[src/rtl/cvt_params.svh]
// Constants of the converter trim register bank: offsets, widths, reset values.
// Assumes byte addresses on a 12-bit register port with 16-bit data.
`ifndef CVT_PARAMS_SVH
`define CVT_PARAMS_SVH

`define CVT_ADDR_W 12
`define CVT_DATA_W 16
`define CVT_OFS_REG_W 16
`define CVT_GAIN_REG_W 8
`define CVT_OFS_FIELD_W 12
`define CVT_GAIN_FIELD_W 5
`define CVT_OFS_FIELD_LSB 0
`define CVT_GAIN_FIELD_LSB 0
`define CVT_TRIM_RESET 16'h0000
`define CVT_RD_IDLE 16'h0000

`define CVT_CORE2_SECOND_INPUT_OFFSET_TRIM 12'h336
`define CVT_CORE3_THIRD_INPUT_OFFSET_TRIM 12'h338
`define CVT_CORE3_FOURTH_INPUT_OFFSET_TRIM 12'h33A
`define CVT_CORE4_OFFSET_TRIM 12'h33C
`define CVT_CORE5_OFFSET_TRIM 12'h33E
`define CVT_CORE0_FINE_GAIN_TRIM 12'h360
`define CVT_CORE1_FINE_GAIN_TRIM 12'h361
`define CVT_CORE2_FIRST_INPUT_GAIN_TRIM 12'h362
`define CVT_CORE2_SECOND_INPUT_GAIN_TRIM 12'h363
`define CVT_CORE3_THIRD_INPUT_GAIN_TRIM 12'h364

`endif

[src/rtl/cvt_pkg.sv]
// Types of the converter trim register bank.
// Assumes nothing of its surroundings.
`default_nettype none
package cvt_pkg;
	typedef enum logic [1:0] {
		CVT_WAIT_FUSE = 2'b00,
		CVT_LOAD      = 2'b01,
		CVT_RUN       = 2'b11
	} cvt_state_e;
	typedef logic [11:0] cvt_addr_t;
endpackage : cvt_pkg
`default_nettype wire

[src/rtl/cvt_trim_bank.sv]
// Converter trim register bank: offset and fine gain trims per converter core.
// Assumes fuse values from a fuse reader on ref_clk, input selects from core control
// on ref_clk, and the neighbouring-bank core 2 first pair offset and core 3 fourth pair gain.
//
// Operation
// - Offset 0x336 holds core 2 offset while it digitises the second input pair.
// - Offset 0x338 holds core 3 offset while it digitises the third input pair.
// - Offset 0x33A holds core 3 offset while it digitises the fourth input pair.
// - Offset 0x33C holds core 4 offset, whatever the input selection.
// - Offset 0x33E holds core 5 offset, whatever the input selection.
// - Bits 4:0 at 0x360 hold core 0 fine gain.
// - Bits 4:0 at 0x361 hold core 1 fine gain.
// - Bits 4:0 at 0x362 hold core 2 gain on the first input pair.
// - Bits 4:0 at 0x363 hold core 2 gain on the second input pair.
// - Register 0x364 holds core 3 gain on the third input pair.
// - Every trim field is cleared to zero by reset, then loaded from its fuse value.
// - Offset trim fields are unsigned numbers.
`include "cvt_params.svh"
`default_nettype none
module cvt_trim_bank (
	input  wire logic                         ref_clk,
	input  wire logic                         arst_n,
	input  wire logic [`CVT_ADDR_W-1:0]       reg_addr,
	input  wire logic [`CVT_DATA_W-1:0]       reg_wdata,
	input  wire logic                         reg_wr,
	input  wire logic                         reg_rd,
	output logic      [`CVT_DATA_W-1:0]       reg_rdata,
	input  wire logic                         fuse_valid,
	input  wire logic [`CVT_OFS_FIELD_W-1:0]  fuse_core2_second_offset,
	input  wire logic [`CVT_OFS_FIELD_W-1:0]  fuse_core3_third_offset,
	input  wire logic [`CVT_OFS_FIELD_W-1:0]  fuse_core3_fourth_offset,
	input  wire logic [`CVT_OFS_FIELD_W-1:0]  fuse_core4_offset,
	input  wire logic [`CVT_OFS_FIELD_W-1:0]  fuse_core5_offset,
	input  wire logic [`CVT_GAIN_FIELD_W-1:0] fuse_core0_gain,
	input  wire logic [`CVT_GAIN_FIELD_W-1:0] fuse_core1_gain,
	input  wire logic [`CVT_GAIN_FIELD_W-1:0] fuse_core2_first_gain,
	input  wire logic [`CVT_GAIN_FIELD_W-1:0] fuse_core2_second_gain,
	input  wire logic [`CVT_GAIN_FIELD_W-1:0] fuse_core3_third_gain,
	input  wire logic                         core2_second_pair,
	input  wire logic                         core3_fourth_pair,
	input  wire logic [`CVT_OFS_FIELD_W-1:0]  core2_first_offset_in,
	input  wire logic [`CVT_GAIN_FIELD_W-1:0] core3_fourth_gain_in,
	output logic                              trim_ready,
	output logic      [`CVT_OFS_FIELD_W-1:0]  core2_offset,
	output logic      [`CVT_OFS_FIELD_W-1:0]  core3_offset,
	output logic      [`CVT_OFS_FIELD_W-1:0]  core4_offset,
	output logic      [`CVT_OFS_FIELD_W-1:0]  core5_offset,
	output logic      [`CVT_GAIN_FIELD_W-1:0] core0_gain,
	output logic      [`CVT_GAIN_FIELD_W-1:0] core1_gain,
	output logic      [`CVT_GAIN_FIELD_W-1:0] core2_gain,
	output logic      [`CVT_GAIN_FIELD_W-1:0] core3_gain
);
	localparam int unsigned N_OFS  = 5;
	localparam int unsigned N_GAIN = 5;
	localparam int unsigned OW     = `CVT_OFS_FIELD_W;
	localparam int unsigned GW     = `CVT_GAIN_FIELD_W;
	localparam int unsigned OL     = `CVT_OFS_FIELD_LSB;
	localparam int unsigned GL     = `CVT_GAIN_FIELD_LSB;

	localparam cvt_pkg::cvt_addr_t OFS_ADDR [N_OFS] = '{
		`CVT_CORE2_SECOND_INPUT_OFFSET_TRIM,
		`CVT_CORE3_THIRD_INPUT_OFFSET_TRIM,
		`CVT_CORE3_FOURTH_INPUT_OFFSET_TRIM,
		`CVT_CORE4_OFFSET_TRIM,
		`CVT_CORE5_OFFSET_TRIM
	};
	localparam cvt_pkg::cvt_addr_t GAIN_ADDR [N_GAIN] = '{
		`CVT_CORE0_FINE_GAIN_TRIM,
		`CVT_CORE1_FINE_GAIN_TRIM,
		`CVT_CORE2_FIRST_INPUT_GAIN_TRIM,
		`CVT_CORE2_SECOND_INPUT_GAIN_TRIM,
		`CVT_CORE3_THIRD_INPUT_GAIN_TRIM
	};

	cvt_pkg::cvt_state_e state;
	logic [OW-1:0]              fuse_ofs  [N_OFS];
	logic [GW-1:0]              fuse_gain [N_GAIN];
	logic [`CVT_OFS_REG_W-1:0]  ofs_q     [N_OFS];
	logic [`CVT_GAIN_REG_W-1:0] gain_q    [N_GAIN];
	logic [N_OFS-1:0]           ofs_wr;
	logic [N_GAIN-1:0]          gain_wr;
	logic                       load;
	logic                       wr_ok;
	logic [`CVT_DATA_W-1:0]     next_rdata;

	assign fuse_ofs[0]  = fuse_core2_second_offset;
	assign fuse_ofs[1]  = fuse_core3_third_offset;
	assign fuse_ofs[2]  = fuse_core3_fourth_offset;
	assign fuse_ofs[3]  = fuse_core4_offset;
	assign fuse_ofs[4]  = fuse_core5_offset;
	assign fuse_gain[0] = fuse_core0_gain;
	assign fuse_gain[1] = fuse_core1_gain;
	assign fuse_gain[2] = fuse_core2_first_gain;
	assign fuse_gain[3] = fuse_core2_second_gain;
	assign fuse_gain[4] = fuse_core3_third_gain;

	// Reset clears the trims; fuse contents are taken once the reader reports them valid
	always_ff @(posedge ref_clk or negedge arst_n) begin
		if (!arst_n) begin
			state <= cvt_pkg::CVT_WAIT_FUSE;
		end else begin
			unique case (state)
				cvt_pkg::CVT_WAIT_FUSE: begin
					if (fuse_valid) begin
						state <= cvt_pkg::CVT_LOAD;
					end
				end
				cvt_pkg::CVT_LOAD: begin
					state <= cvt_pkg::CVT_RUN;
				end
				cvt_pkg::CVT_RUN: begin
					state <= cvt_pkg::CVT_RUN;
				end
				default: begin
					state <= cvt_pkg::CVT_WAIT_FUSE;
				end
			endcase
		end
	end

	assign load  = (state == cvt_pkg::CVT_LOAD);
	// Writes before the fuse load are dropped so the load cannot undo them unseen
	assign wr_ok = reg_wr && (state == cvt_pkg::CVT_RUN);

	// Reserved bits are stored as written; software keeps them zero
	genvar gi;
	generate
		for (gi = 0; gi < N_OFS; gi++) begin : g_ofs
			assign ofs_wr[gi] = wr_ok && (reg_addr == OFS_ADDR[gi]);
			cvt_trim_reg #(
				.REG_W   (`CVT_OFS_REG_W),
				.FIELD_W (OW)
			) u_ofs (
				.ref_clk  (ref_clk),
				.arst_n   (arst_n),
				.load     (load),
				.wr_en    (ofs_wr[gi]),
				.fuse_val (fuse_ofs[gi]),
				.wr_data  (reg_wdata),
				.value    (ofs_q[gi])
			);
			chk_fuse_ofs_load: assert property (@(posedge ref_clk) disable iff (!arst_n)
				(state == cvt_pkg::CVT_LOAD) |=>
				ofs_q[gi] == `CVT_OFS_REG_W'($past(fuse_ofs[gi])))
				else $error("offset trim not loaded from fuse");
		end
		for (gi = 0; gi < N_GAIN; gi++) begin : g_gain
			assign gain_wr[gi] = wr_ok && (reg_addr == GAIN_ADDR[gi]);
			cvt_trim_reg #(
				.REG_W   (`CVT_GAIN_REG_W),
				.FIELD_W (GW)
			) u_gain (
				.ref_clk  (ref_clk),
				.arst_n   (arst_n),
				.load     (load),
				.wr_en    (gain_wr[gi]),
				.fuse_val (fuse_gain[gi]),
				.wr_data  (reg_wdata[`CVT_GAIN_REG_W-1:0]),
				.value    (gain_q[gi])
			);
			chk_fuse_gain_load: assert property (@(posedge ref_clk) disable iff (!arst_n)
				(state == cvt_pkg::CVT_LOAD) |=>
				gain_q[gi] == `CVT_GAIN_REG_W'($past(fuse_gain[gi])))
				else $error("gain trim not loaded from fuse");
		end
	endgenerate

	// Unmapped and odd offset-register addresses read as zero
	always_comb begin
		next_rdata = `CVT_RD_IDLE;
		for (int i = 0; i < N_OFS; i++) begin
			if (reg_addr == OFS_ADDR[i]) begin
				next_rdata = ofs_q[i];
			end
		end
		for (int i = 0; i < N_GAIN; i++) begin
			if (reg_addr == GAIN_ADDR[i]) begin
				next_rdata = {{(`CVT_DATA_W-`CVT_GAIN_REG_W){1'b0}}, gain_q[i]};
			end
		end
	end

	// Read data stand only in the cycle after the strobe
	always_ff @(posedge ref_clk or negedge arst_n) begin
		if (!arst_n) begin
			reg_rdata <= `CVT_RD_IDLE;
		end else if (reg_rd) begin
			reg_rdata <= next_rdata;
		end else begin
			reg_rdata <= `CVT_RD_IDLE;
		end
	end

	always_ff @(posedge ref_clk or negedge arst_n) begin
		if (!arst_n) begin
			trim_ready <= 1'b0;
		end else begin
			trim_ready <= (state == cvt_pkg::CVT_RUN);
		end
	end

	// Offset trims go out unsigned, never sign-extended
	always_ff @(posedge ref_clk or negedge arst_n) begin
		if (!arst_n) begin
			core2_offset <= '0;
			core3_offset <= '0;
			core4_offset <= '0;
			core5_offset <= '0;
		end else if (state == cvt_pkg::CVT_RUN) begin
			// Core 2 first pair offset lives in the neighbouring bank
			core2_offset <= core2_second_pair ? ofs_q[0][OL+OW-1:OL]
				: core2_first_offset_in;
			core3_offset <= core3_fourth_pair ? ofs_q[2][OL+OW-1:OL]
				: ofs_q[1][OL+OW-1:OL];
			core4_offset <= ofs_q[3][OL+OW-1:OL];
			core5_offset <= ofs_q[4][OL+OW-1:OL];
		end
	end

	always_ff @(posedge ref_clk or negedge arst_n) begin
		if (!arst_n) begin
			core0_gain <= '0;
			core1_gain <= '0;
			core2_gain <= '0;
			core3_gain <= '0;
		end else if (state == cvt_pkg::CVT_RUN) begin
			core0_gain <= gain_q[0][GL+GW-1:GL];
			core1_gain <= gain_q[1][GL+GW-1:GL];
			core2_gain <= core2_second_pair ? gain_q[3][GL+GW-1:GL]
				: gain_q[2][GL+GW-1:GL];
			// Core 3 fourth pair gain lives in the neighbouring bank
			core3_gain <= core3_fourth_pair ? core3_fourth_gain_in
				: gain_q[4][GL+GW-1:GL];
		end
	end

	chk_core2_second_ofs: assert property (@(posedge ref_clk) disable iff (!arst_n)
		trim_ready && $past(core2_second_pair) |-> core2_offset == $past(ofs_q[0][11:0]))
		else $error("core 2 second pair offset wrong");

	chk_core3_third_ofs: assert property (@(posedge ref_clk) disable iff (!arst_n)
		trim_ready && !$past(core3_fourth_pair) |-> core3_offset == $past(ofs_q[1][11:0]))
		else $error("core 3 third pair offset wrong");

	chk_core3_fourth_ofs: assert property (@(posedge ref_clk) disable iff (!arst_n)
		trim_ready && $past(core3_fourth_pair) |-> core3_offset == $past(ofs_q[2][11:0]))
		else $error("core 3 fourth pair offset wrong");

	chk_core4_ofs_write: assert property (@(posedge ref_clk) disable iff (!arst_n)
		reg_wr && trim_ready && reg_addr == `CVT_CORE4_OFFSET_TRIM
		##1 !reg_wr [*2] |=> core4_offset == $past(reg_wdata[11:0], 3))
		else $error("core 4 offset does not follow its register");

	chk_core5_ofs: assert property (@(posedge ref_clk) disable iff (!arst_n)
		trim_ready |-> core5_offset == $past(ofs_q[4][11:0]))
		else $error("core 5 offset wrong");

	chk_core0_gain: assert property (@(posedge ref_clk) disable iff (!arst_n)
		trim_ready |-> core0_gain == $past(gain_q[0][4:0]))
		else $error("core 0 gain wrong");

	chk_core1_gain: assert property (@(posedge ref_clk) disable iff (!arst_n)
		trim_ready |-> core1_gain == $past(gain_q[1][4:0]))
		else $error("core 1 gain wrong");

	chk_core2_first_gain: assert property (@(posedge ref_clk) disable iff (!arst_n)
		trim_ready && !$past(core2_second_pair) |-> core2_gain == $past(gain_q[2][4:0]))
		else $error("core 2 first pair gain wrong");

	chk_core2_second_gain: assert property (@(posedge ref_clk) disable iff (!arst_n)
		trim_ready && $past(core2_second_pair) |-> core2_gain == $past(gain_q[3][4:0]))
		else $error("core 2 second pair gain wrong");

	chk_core3_third_gain: assert property (@(posedge ref_clk) disable iff (!arst_n)
		trim_ready && !$past(core3_fourth_pair) |-> core3_gain == $past(gain_q[4][4:0]))
		else $error("core 3 third pair gain wrong");

	chk_pair_switch_core2: assert property (@(posedge ref_clk) disable iff (!arst_n)
		trim_ready && $rose(core2_second_pair) ##1 trim_ready
		|-> core2_offset == $past(ofs_q[0][11:0]) && core2_gain == $past(gain_q[3][4:0]))
		else $error("core 2 trims did not switch together");

	chk_ready_after_fuse: assert property (@(posedge ref_clk) disable iff (!arst_n)
		state == cvt_pkg::CVT_WAIT_FUSE && fuse_valid |-> ##3 trim_ready)
		else $error("bank not ready three cycles after fuse valid");

	chk_read_timing: assert property (@(posedge ref_clk) disable iff (!arst_n)
		!$past(reg_rd) |-> reg_rdata == `CVT_RD_IDLE)
		else $error("read data outside the answer cycle");

	chk_early_write_drop: assert property (@(posedge ref_clk) disable iff (!arst_n)
		state == cvt_pkg::CVT_WAIT_FUSE |-> ofs_wr == '0 && gain_wr == '0 && ofs_q[3] == '0)
		else $error("write accepted before fuse load");

	// Trims fed from the neighbouring bank follow their inputs one cycle late
	chk_core2_first_ofs: assert property (@(posedge ref_clk) disable iff (!arst_n)
		trim_ready && !$past(core2_second_pair) |-> core2_offset == $past(core2_first_offset_in))
		else $error("core 2 first pair offset wrong");

	chk_core3_fourth_gain: assert property (@(posedge ref_clk) disable iff (!arst_n)
		trim_ready && $past(core3_fourth_pair) |-> core3_gain == $past(core3_fourth_gain_in))
		else $error("core 3 fourth pair gain wrong");

	chk_core4_ofs: assert property (@(posedge ref_clk) disable iff (!arst_n)
		trim_ready |-> core4_offset == $past(ofs_q[3][11:0]))
		else $error("core 4 offset wrong");

	chk_pair_switch_core3: assert property (@(posedge ref_clk) disable iff (!arst_n)
		trim_ready && $rose(core3_fourth_pair) ##1 trim_ready
		|-> core3_offset == $past(ofs_q[2][11:0]) && core3_gain == $past(core3_fourth_gain_in))
		else $error("core 3 trims did not switch together");

	// Register write and read paths
	chk_core4_write_lands: assert property (@(posedge ref_clk) disable iff (!arst_n)
		reg_wr && trim_ready && reg_addr == `CVT_CORE4_OFFSET_TRIM |=> ofs_q[3] == $past(reg_wdata))
		else $error("core 4 offset write lost");

	chk_core0_write_lands: assert property (@(posedge ref_clk) disable iff (!arst_n)
		reg_wr && trim_ready && reg_addr == `CVT_CORE0_FINE_GAIN_TRIM
		|=> gain_q[0] == $past(reg_wdata[7:0]))
		else $error("core 0 gain write lost");

	chk_core5_read_data: assert property (@(posedge ref_clk) disable iff (!arst_n)
		reg_rd && reg_addr == `CVT_CORE5_OFFSET_TRIM |=> reg_rdata == $past(ofs_q[4]))
		else $error("core 5 offset read wrong");

	chk_core1_read_data: assert property (@(posedge ref_clk) disable iff (!arst_n)
		reg_rd && reg_addr == `CVT_CORE1_FINE_GAIN_TRIM |=> reg_rdata == {8'h00, $past(gain_q[1])})
		else $error("core 1 gain read wrong");

	chk_read_unmapped: assert property (@(posedge ref_clk) disable iff (!arst_n)
		reg_rd && reg_addr == 12'h337 |=> reg_rdata == `CVT_RD_IDLE)
		else $error("odd address read not zero");

	// Ready and trims change only at reset, load, software writes and, for cores 2 and 3, pair selection or neighbouring-bank inputs
	chk_ready_holds: assert property (@(posedge ref_clk) disable iff (!arst_n)
		trim_ready |=> trim_ready)
		else $error("ready dropped without reset");

	chk_outputs_wait_zero: assert property (@(posedge ref_clk) disable iff (!arst_n)
		!trim_ready |-> core4_offset == '0 && core0_gain == '0)
		else $error("trim outputs moved before fuse load");

	// Fuse changes after the load must not reach the trims
	chk_trims_hold_idle: assert property (@(posedge ref_clk) disable iff (!arst_n)
		trim_ready && !reg_wr |=> ofs_q[3] == $past(ofs_q[3]))
		else $error("trim changed without a write");

endmodule : cvt_trim_bank
`default_nettype wire

[src/rtl/cvt_trim_reg.sv]
// One trim register: cleared by reset, loaded from fuse, written by software.
// Assumes load and write are never high in the same cycle.
`include "cvt_params.svh"
`default_nettype none
module cvt_trim_reg #(
	parameter int unsigned REG_W   = 16,
	parameter int unsigned FIELD_W = 12
) (
	input  wire logic               ref_clk,
	input  wire logic               arst_n,
	input  wire logic               load,
	input  wire logic               wr_en,
	input  wire logic [FIELD_W-1:0] fuse_val,
	input  wire logic [REG_W-1:0]   wr_data,
	output logic      [REG_W-1:0]   value
);
	always_ff @(posedge ref_clk or negedge arst_n) begin
		if (!arst_n) begin
			value <= REG_W'(`CVT_TRIM_RESET);
		end else if (load) begin
			// Fuse field zero-extended; reserved bits come back as zero
			value <= REG_W'(fuse_val);
		end else if (wr_en) begin
			value <= wr_data;
		end
	end
endmodule : cvt_trim_reg
`default_nettype wire

[config.mk]
export PLATFORM = sky130hd
export DESIGN_NAME = cvt_trim_bank
export DESIGN_NICKNAME = d
export VERILOG_FILES = /design/src/rtl/cvt_pkg.sv /design/src/rtl/cvt_trim_bank.sv /design/src/rtl/cvt_trim_reg.sv
export VERILOG_INCLUDE_DIRS = /design/src /design/src/rtl
export SDC_FILE = /design/constraint.sdc
export NUM_CORES = 1
export LEC_CHECK = 0
export ABC_AREA = 1
export BUFFER_PORTS_ARGS = -buffer_cell sky130_fd_sc_hd__buf_2
export CAP_MARGIN = 25
export CORE_MARGIN = 5
export CORE_UTILIZATION = 60
export CTS_BUF_LIST = sky130_fd_sc_hd__clkbuf_8
export CTS_CLUSTER_SIZE = 30
export DETAILED_ROUTE_END_ITERATION = 7
export PLACE_DENSITY_LB_ADDON = 0.08
export SYNTH_ARGS = -nofsm -noshare
export SYNTH_HDL_FRONTEND = slang
export SYNTH_SLANG_ARGS = --single-unit
[constraint.sdc]
create_clock -name ref_clk -period 5 [get_ports ref_clk]
set_clock_uncertainty 0.2 [all_clocks]
set_input_delay 1 -clock ref_clk [delete_from_list [all_inputs] [get_ports ref_clk]]
set_output_delay 1 -clock ref_clk [all_outputs]
set_load 0.01 [all_outputs]
==> run_results.csv <==
group,metric,value,unit
power_and_ir_drop,swShare,0.2486,
critical_path,timing.rr.start,"state[1]$_DFFE_PN0P_",
critical_path,r2r.worst_path.cells,7,
placed_design,dpl.cell_count,1554,
power_and_ir_drop,power_switching,0.0009305,W
hold_path,hold_path.class,"flip-flop to flip-flop",
power_and_ir_drop,internal_power,0.002812,W
placed_design,place_congestion,0.9592,
yosys,synth-seq-area-share,0.5311,
yosys,synth_fp_nets,1304,
clock_network,clockBufferDepth,3,
sta,clock.fmax,345.2,MHz
yosys,netlist_area,9753,um2
clock_network,holdBufCountCts,0,
clock_network,clock-root-buffer,"clkbuf_8",
sta,tightestPinTransition,0.9798,ns
critical_path,ff2ff_setup_slack,2.10,ns
yosys,synth-main-ff-cell,"dfrtp_1",
critical_path,cp_slowest_stage_delay,0.70,ns
yosys,synthArstFlopShare,1.000,
clock_network,post_cts_buffers,0,
finish,multiInputGateArea,3884,um2
clock_network,numCtsBuffers,35,
sta,whs,0.2244,ns
yosys,synth_top_area_cell,"dfrtp_1",
power_and_ir_drop,leakage,5.761,nW
clock_network,cts_resized,0,
critical_path,crit_chain,"buf_2 -> inv_1 -> nand2_1 -> nor2_2 -> nand3_2 -> o21ai_2 -> buf_8 -> nor2_1 -> a31oi_1",
floorplanning,core,15940,um2
critical_path,path_class,"input port to flip-flop",
global_route,met3_usage,0.07305,
clock_network,tritoncts,"yes",
floorplanning,die_width,137.5,um
global_route,grt_max_degree,90,
finish,num_antenna_cells,0,
power_and_ir_drop,clkPwrFrac,0.438,
yosys,synth_top_area_frac,0.5311,
yosys,yosysWarnings,0,
yosys,postSynthAreaPerCell,8.357,um2
critical_path,crit_arrival,3.14,ns
sta,min_period,2.897,ns
critical_path,required,5.24,ns
critical_path,startpoint_type,"input port",
critical_path,endpoint,"g_ofs[2].u_ofs.value[9]$_DFFE_PN0P_",
finish,fin_util,0.7329,
yosys,synth_cell_type_count,37,
routing,finalWirelength,30140,um
power_and_ir_drop,p_comb_frac,0.082,
routing,drt_iter0_drc,996,
status,status,"finished clean",
clock_network,clock_latency,0.53,ns
global_route,antenna_found_initial,0,
placed_design,port_buffers,221,
critical_path,worst-path-buf-inv,3,
sta,hold_viol_final,0,
sta,finalSetupTns,0,ns
job,max-cap-violations,0,
global_route,met1_usage,0.4665,
power_and_ir_drop,p_seq_frac,0.480,
yosys,synth-simple-area-share,0.2300,
placed_design,hpwl,21160,um
global_route,grt_overflow,0,
global_route,gr-max-usage-layer,"met2",
sta,rsz0062_at_grt,"false",
yosys,synthAdderAreaFrac,0,
yosys,synth_xor_area_frac,0,
power_and_ir_drop,ir_worst_vdd,0.0002080,V
routing,vias,9120,
routing,ant_nets,0,
critical_path,r2r_end,"g_ofs[1].u_ofs.value[14]$_DFFE_PN0P_",
finish,drive_gt1_frac,0.2455,
finish,fillers,1297,
routing,viasPerCell,5.640,
routing,first_pass_iters,5,
global_route,track_usage,0.3218,
finish,area_delta_synth_final,19.81,%
critical_path,critPathLaunch,"reg_addr[11]",
critical_path,cp_max_fo,26,
yosys,synthMuxAreaShare,0.01232,
sta,maxSlewViolCount,0,
routing,drc,0,
routing,post_drt_wl_per_cell,18.64,um
power_and_ir_drop,power_density,320.3,nW/um2
sta,finalSetupViolCount,0,
yosys,synth-compound-area-share,0.1559,
clock_network,clock_sinks,207,
global_route,grt_pass1_vias,8702,
critical_path,endpoint_kind,"flip-flop",
critical_path,crit_cells,9,
sta,finalCritPeriodShare,0.5794,
critical_path,crit_family,"simple AND/OR/NAND/NOR gates",
yosys,synth_area_leaders,"dfrtp_1 53%, nand2_1 13%, a31oi_1 5.3%",
sta,max_slew_margin,0.3468,
yosys,syn_inst,1167,
floorplanning,chipHeight,137.5,um
finish,final_nets,1512,
finish,layoutNonFillerInstCount,1617,
clock_network,cts_max_level,2,
floorplanning,die-area,18900,um2
clock_network,clk_pin_slew,0.07,ns
global_route,grt_first_pass_wirelength,46620,um
finish,seq_area,5180,um2
global_route,use_met2,0.4778,
yosys,synth-seq-cells,207,
critical_path,crit_slowest_cell,"o21ai_2",
floorplanning,rows,46,
floorplanning,boundaryPins,222,
yosys,synth_top_family_by_area,"simple AND/OR/NAND/NOR gates",
yosys,synth_edf_count,0,
floorplanning,start_util,0.6118,
## cell usage in the layout, fill, tap and decap left out, types with 2 or more instances in the layout
cell type	n
buf_4	3
nor2_2	6
nand4_1	5
buf_2	220
nor2_1	104
a31oi_1	83
nand3_2	3
dfrtp_1	207
nor3_2	2
o211ai_1	23
nor2_8	2
a21oi_1	26
nand3b_1	3
or2_1	2
nand2_4	3
o21ai_1	28
nand2_2	15
o21ai_2	2
nor2_4	3
a21oi_2	2
a21oi_4	2
mux2i_1	12
clkinv_2	3
o21ai_0	93
inv_1	93
nand2_1	342
inv_2	18
clkbuf_8	52
nand3_1	34
## final cells by class
type	instances	share of cell area
flip-flops and latches	207	0.4433
inverters	105	0.03437
well taps	216	0.02313
repair buffers	226	0.1003
clock buffers	51	0.06007
clock inverters	12	0.006425
multi-input cells	800	0.3324
## routing by layer
metal / vias to the layer above / wire (um)
met4: 0 / 926
met1: 4312 / 12740
met5: - / 0
met3: 76 / 3120
li1: 4254 / -
met2: 478 / 13350
## synthesized netlist by cell type, types with 3 or more instances
cell type and count:
nand2_1 342, dfrtp_1 207, nor2_1 104, o21ai_0 93, inv_1 85, a31oi_1 83, nand3_1 34, o21ai_1 28
a21oi_1 26, clkbuf_1 24, o211ai_1 23, buf_2 20, inv_2 18, nand2_2 15, mux2i_1 12, buf_6 6
nor2_2 6, nand4_1 5, buf_4 3, nand2_4 3, nand3_2 3, nand3b_1 3, nor2_4 3
## power groups by stage
stage          registers, W  clock network, W  logic, W
2_1_floorplan       0.00183                 0  0.000111
3_3_place_gp        0.00182                 0  0.000301
3_5_place_dp        0.00182                 0  0.000306
4_1_cts             0.00179           0.00164  0.000307
5_1_grt             0.00180           0.00173  0.000339
6_report            0.00180           0.00164  0.000307
## stage by stage
step,worst slack [ns],total power [W],area (um2)
after CTS,2.114,0.003746,11690
after global placement,1.467,0.002122,10890
after global routing,1.903,0.003872,11690
after floorplan,2.612,0.001941,9753
final,2.103,0.003742,11690
after detailed placement,1.622,0.002129,10910
## cells by family after synthesis
kind of cell    count (synthesis)
flops                         207
simple gates                  527
compound gates                261
buf+inv                       160
mux                            12
## worst min path at each step
stage	to	startpoint	slack, ns	depth (start not counted)
global placement	state[1]$_DFFE_PN0P_	state[0]$_DFFE_PN0P_	0.20	0
CTS	state[1]$_DFFE_PN0P_	state[0]$_DFFE_PN0P_	0.22	0
global route	state[1]$_DFFE_PN0P_	state[0]$_DFFE_PN0P_	0.23	0
finish	state[1]$_DFFE_PN0P_	state[0]$_DFFE_PN0P_	0.22	0
floorplan	g_gain[0].u_gain.value[5]$_DFFE_PN0P_	g_gain[0].u_gain.value[5]$_DFFE_PN0P_	0.25	2
detailed placement	state[1]$_DFFE_PN0P_	state[0]$_DFFE_PN0P_	0.21	0
## sequential cells by signal, summed over array words and instances, names as in the netlist
register / count
g_ofs.u_ofs.value: 80
g_gain.u_gain.value: 40
reg_rdata: 16
core2_offset: 12
core3_offset: 12
core4_offset: 12
core5_offset: 12
core0_gain: 5
core1_gain: 5
core2_gain: 5
core3_gain: 5
state: 2
trim_ready: 1
No activity file was read; power rests on OpenSTA's default activity.
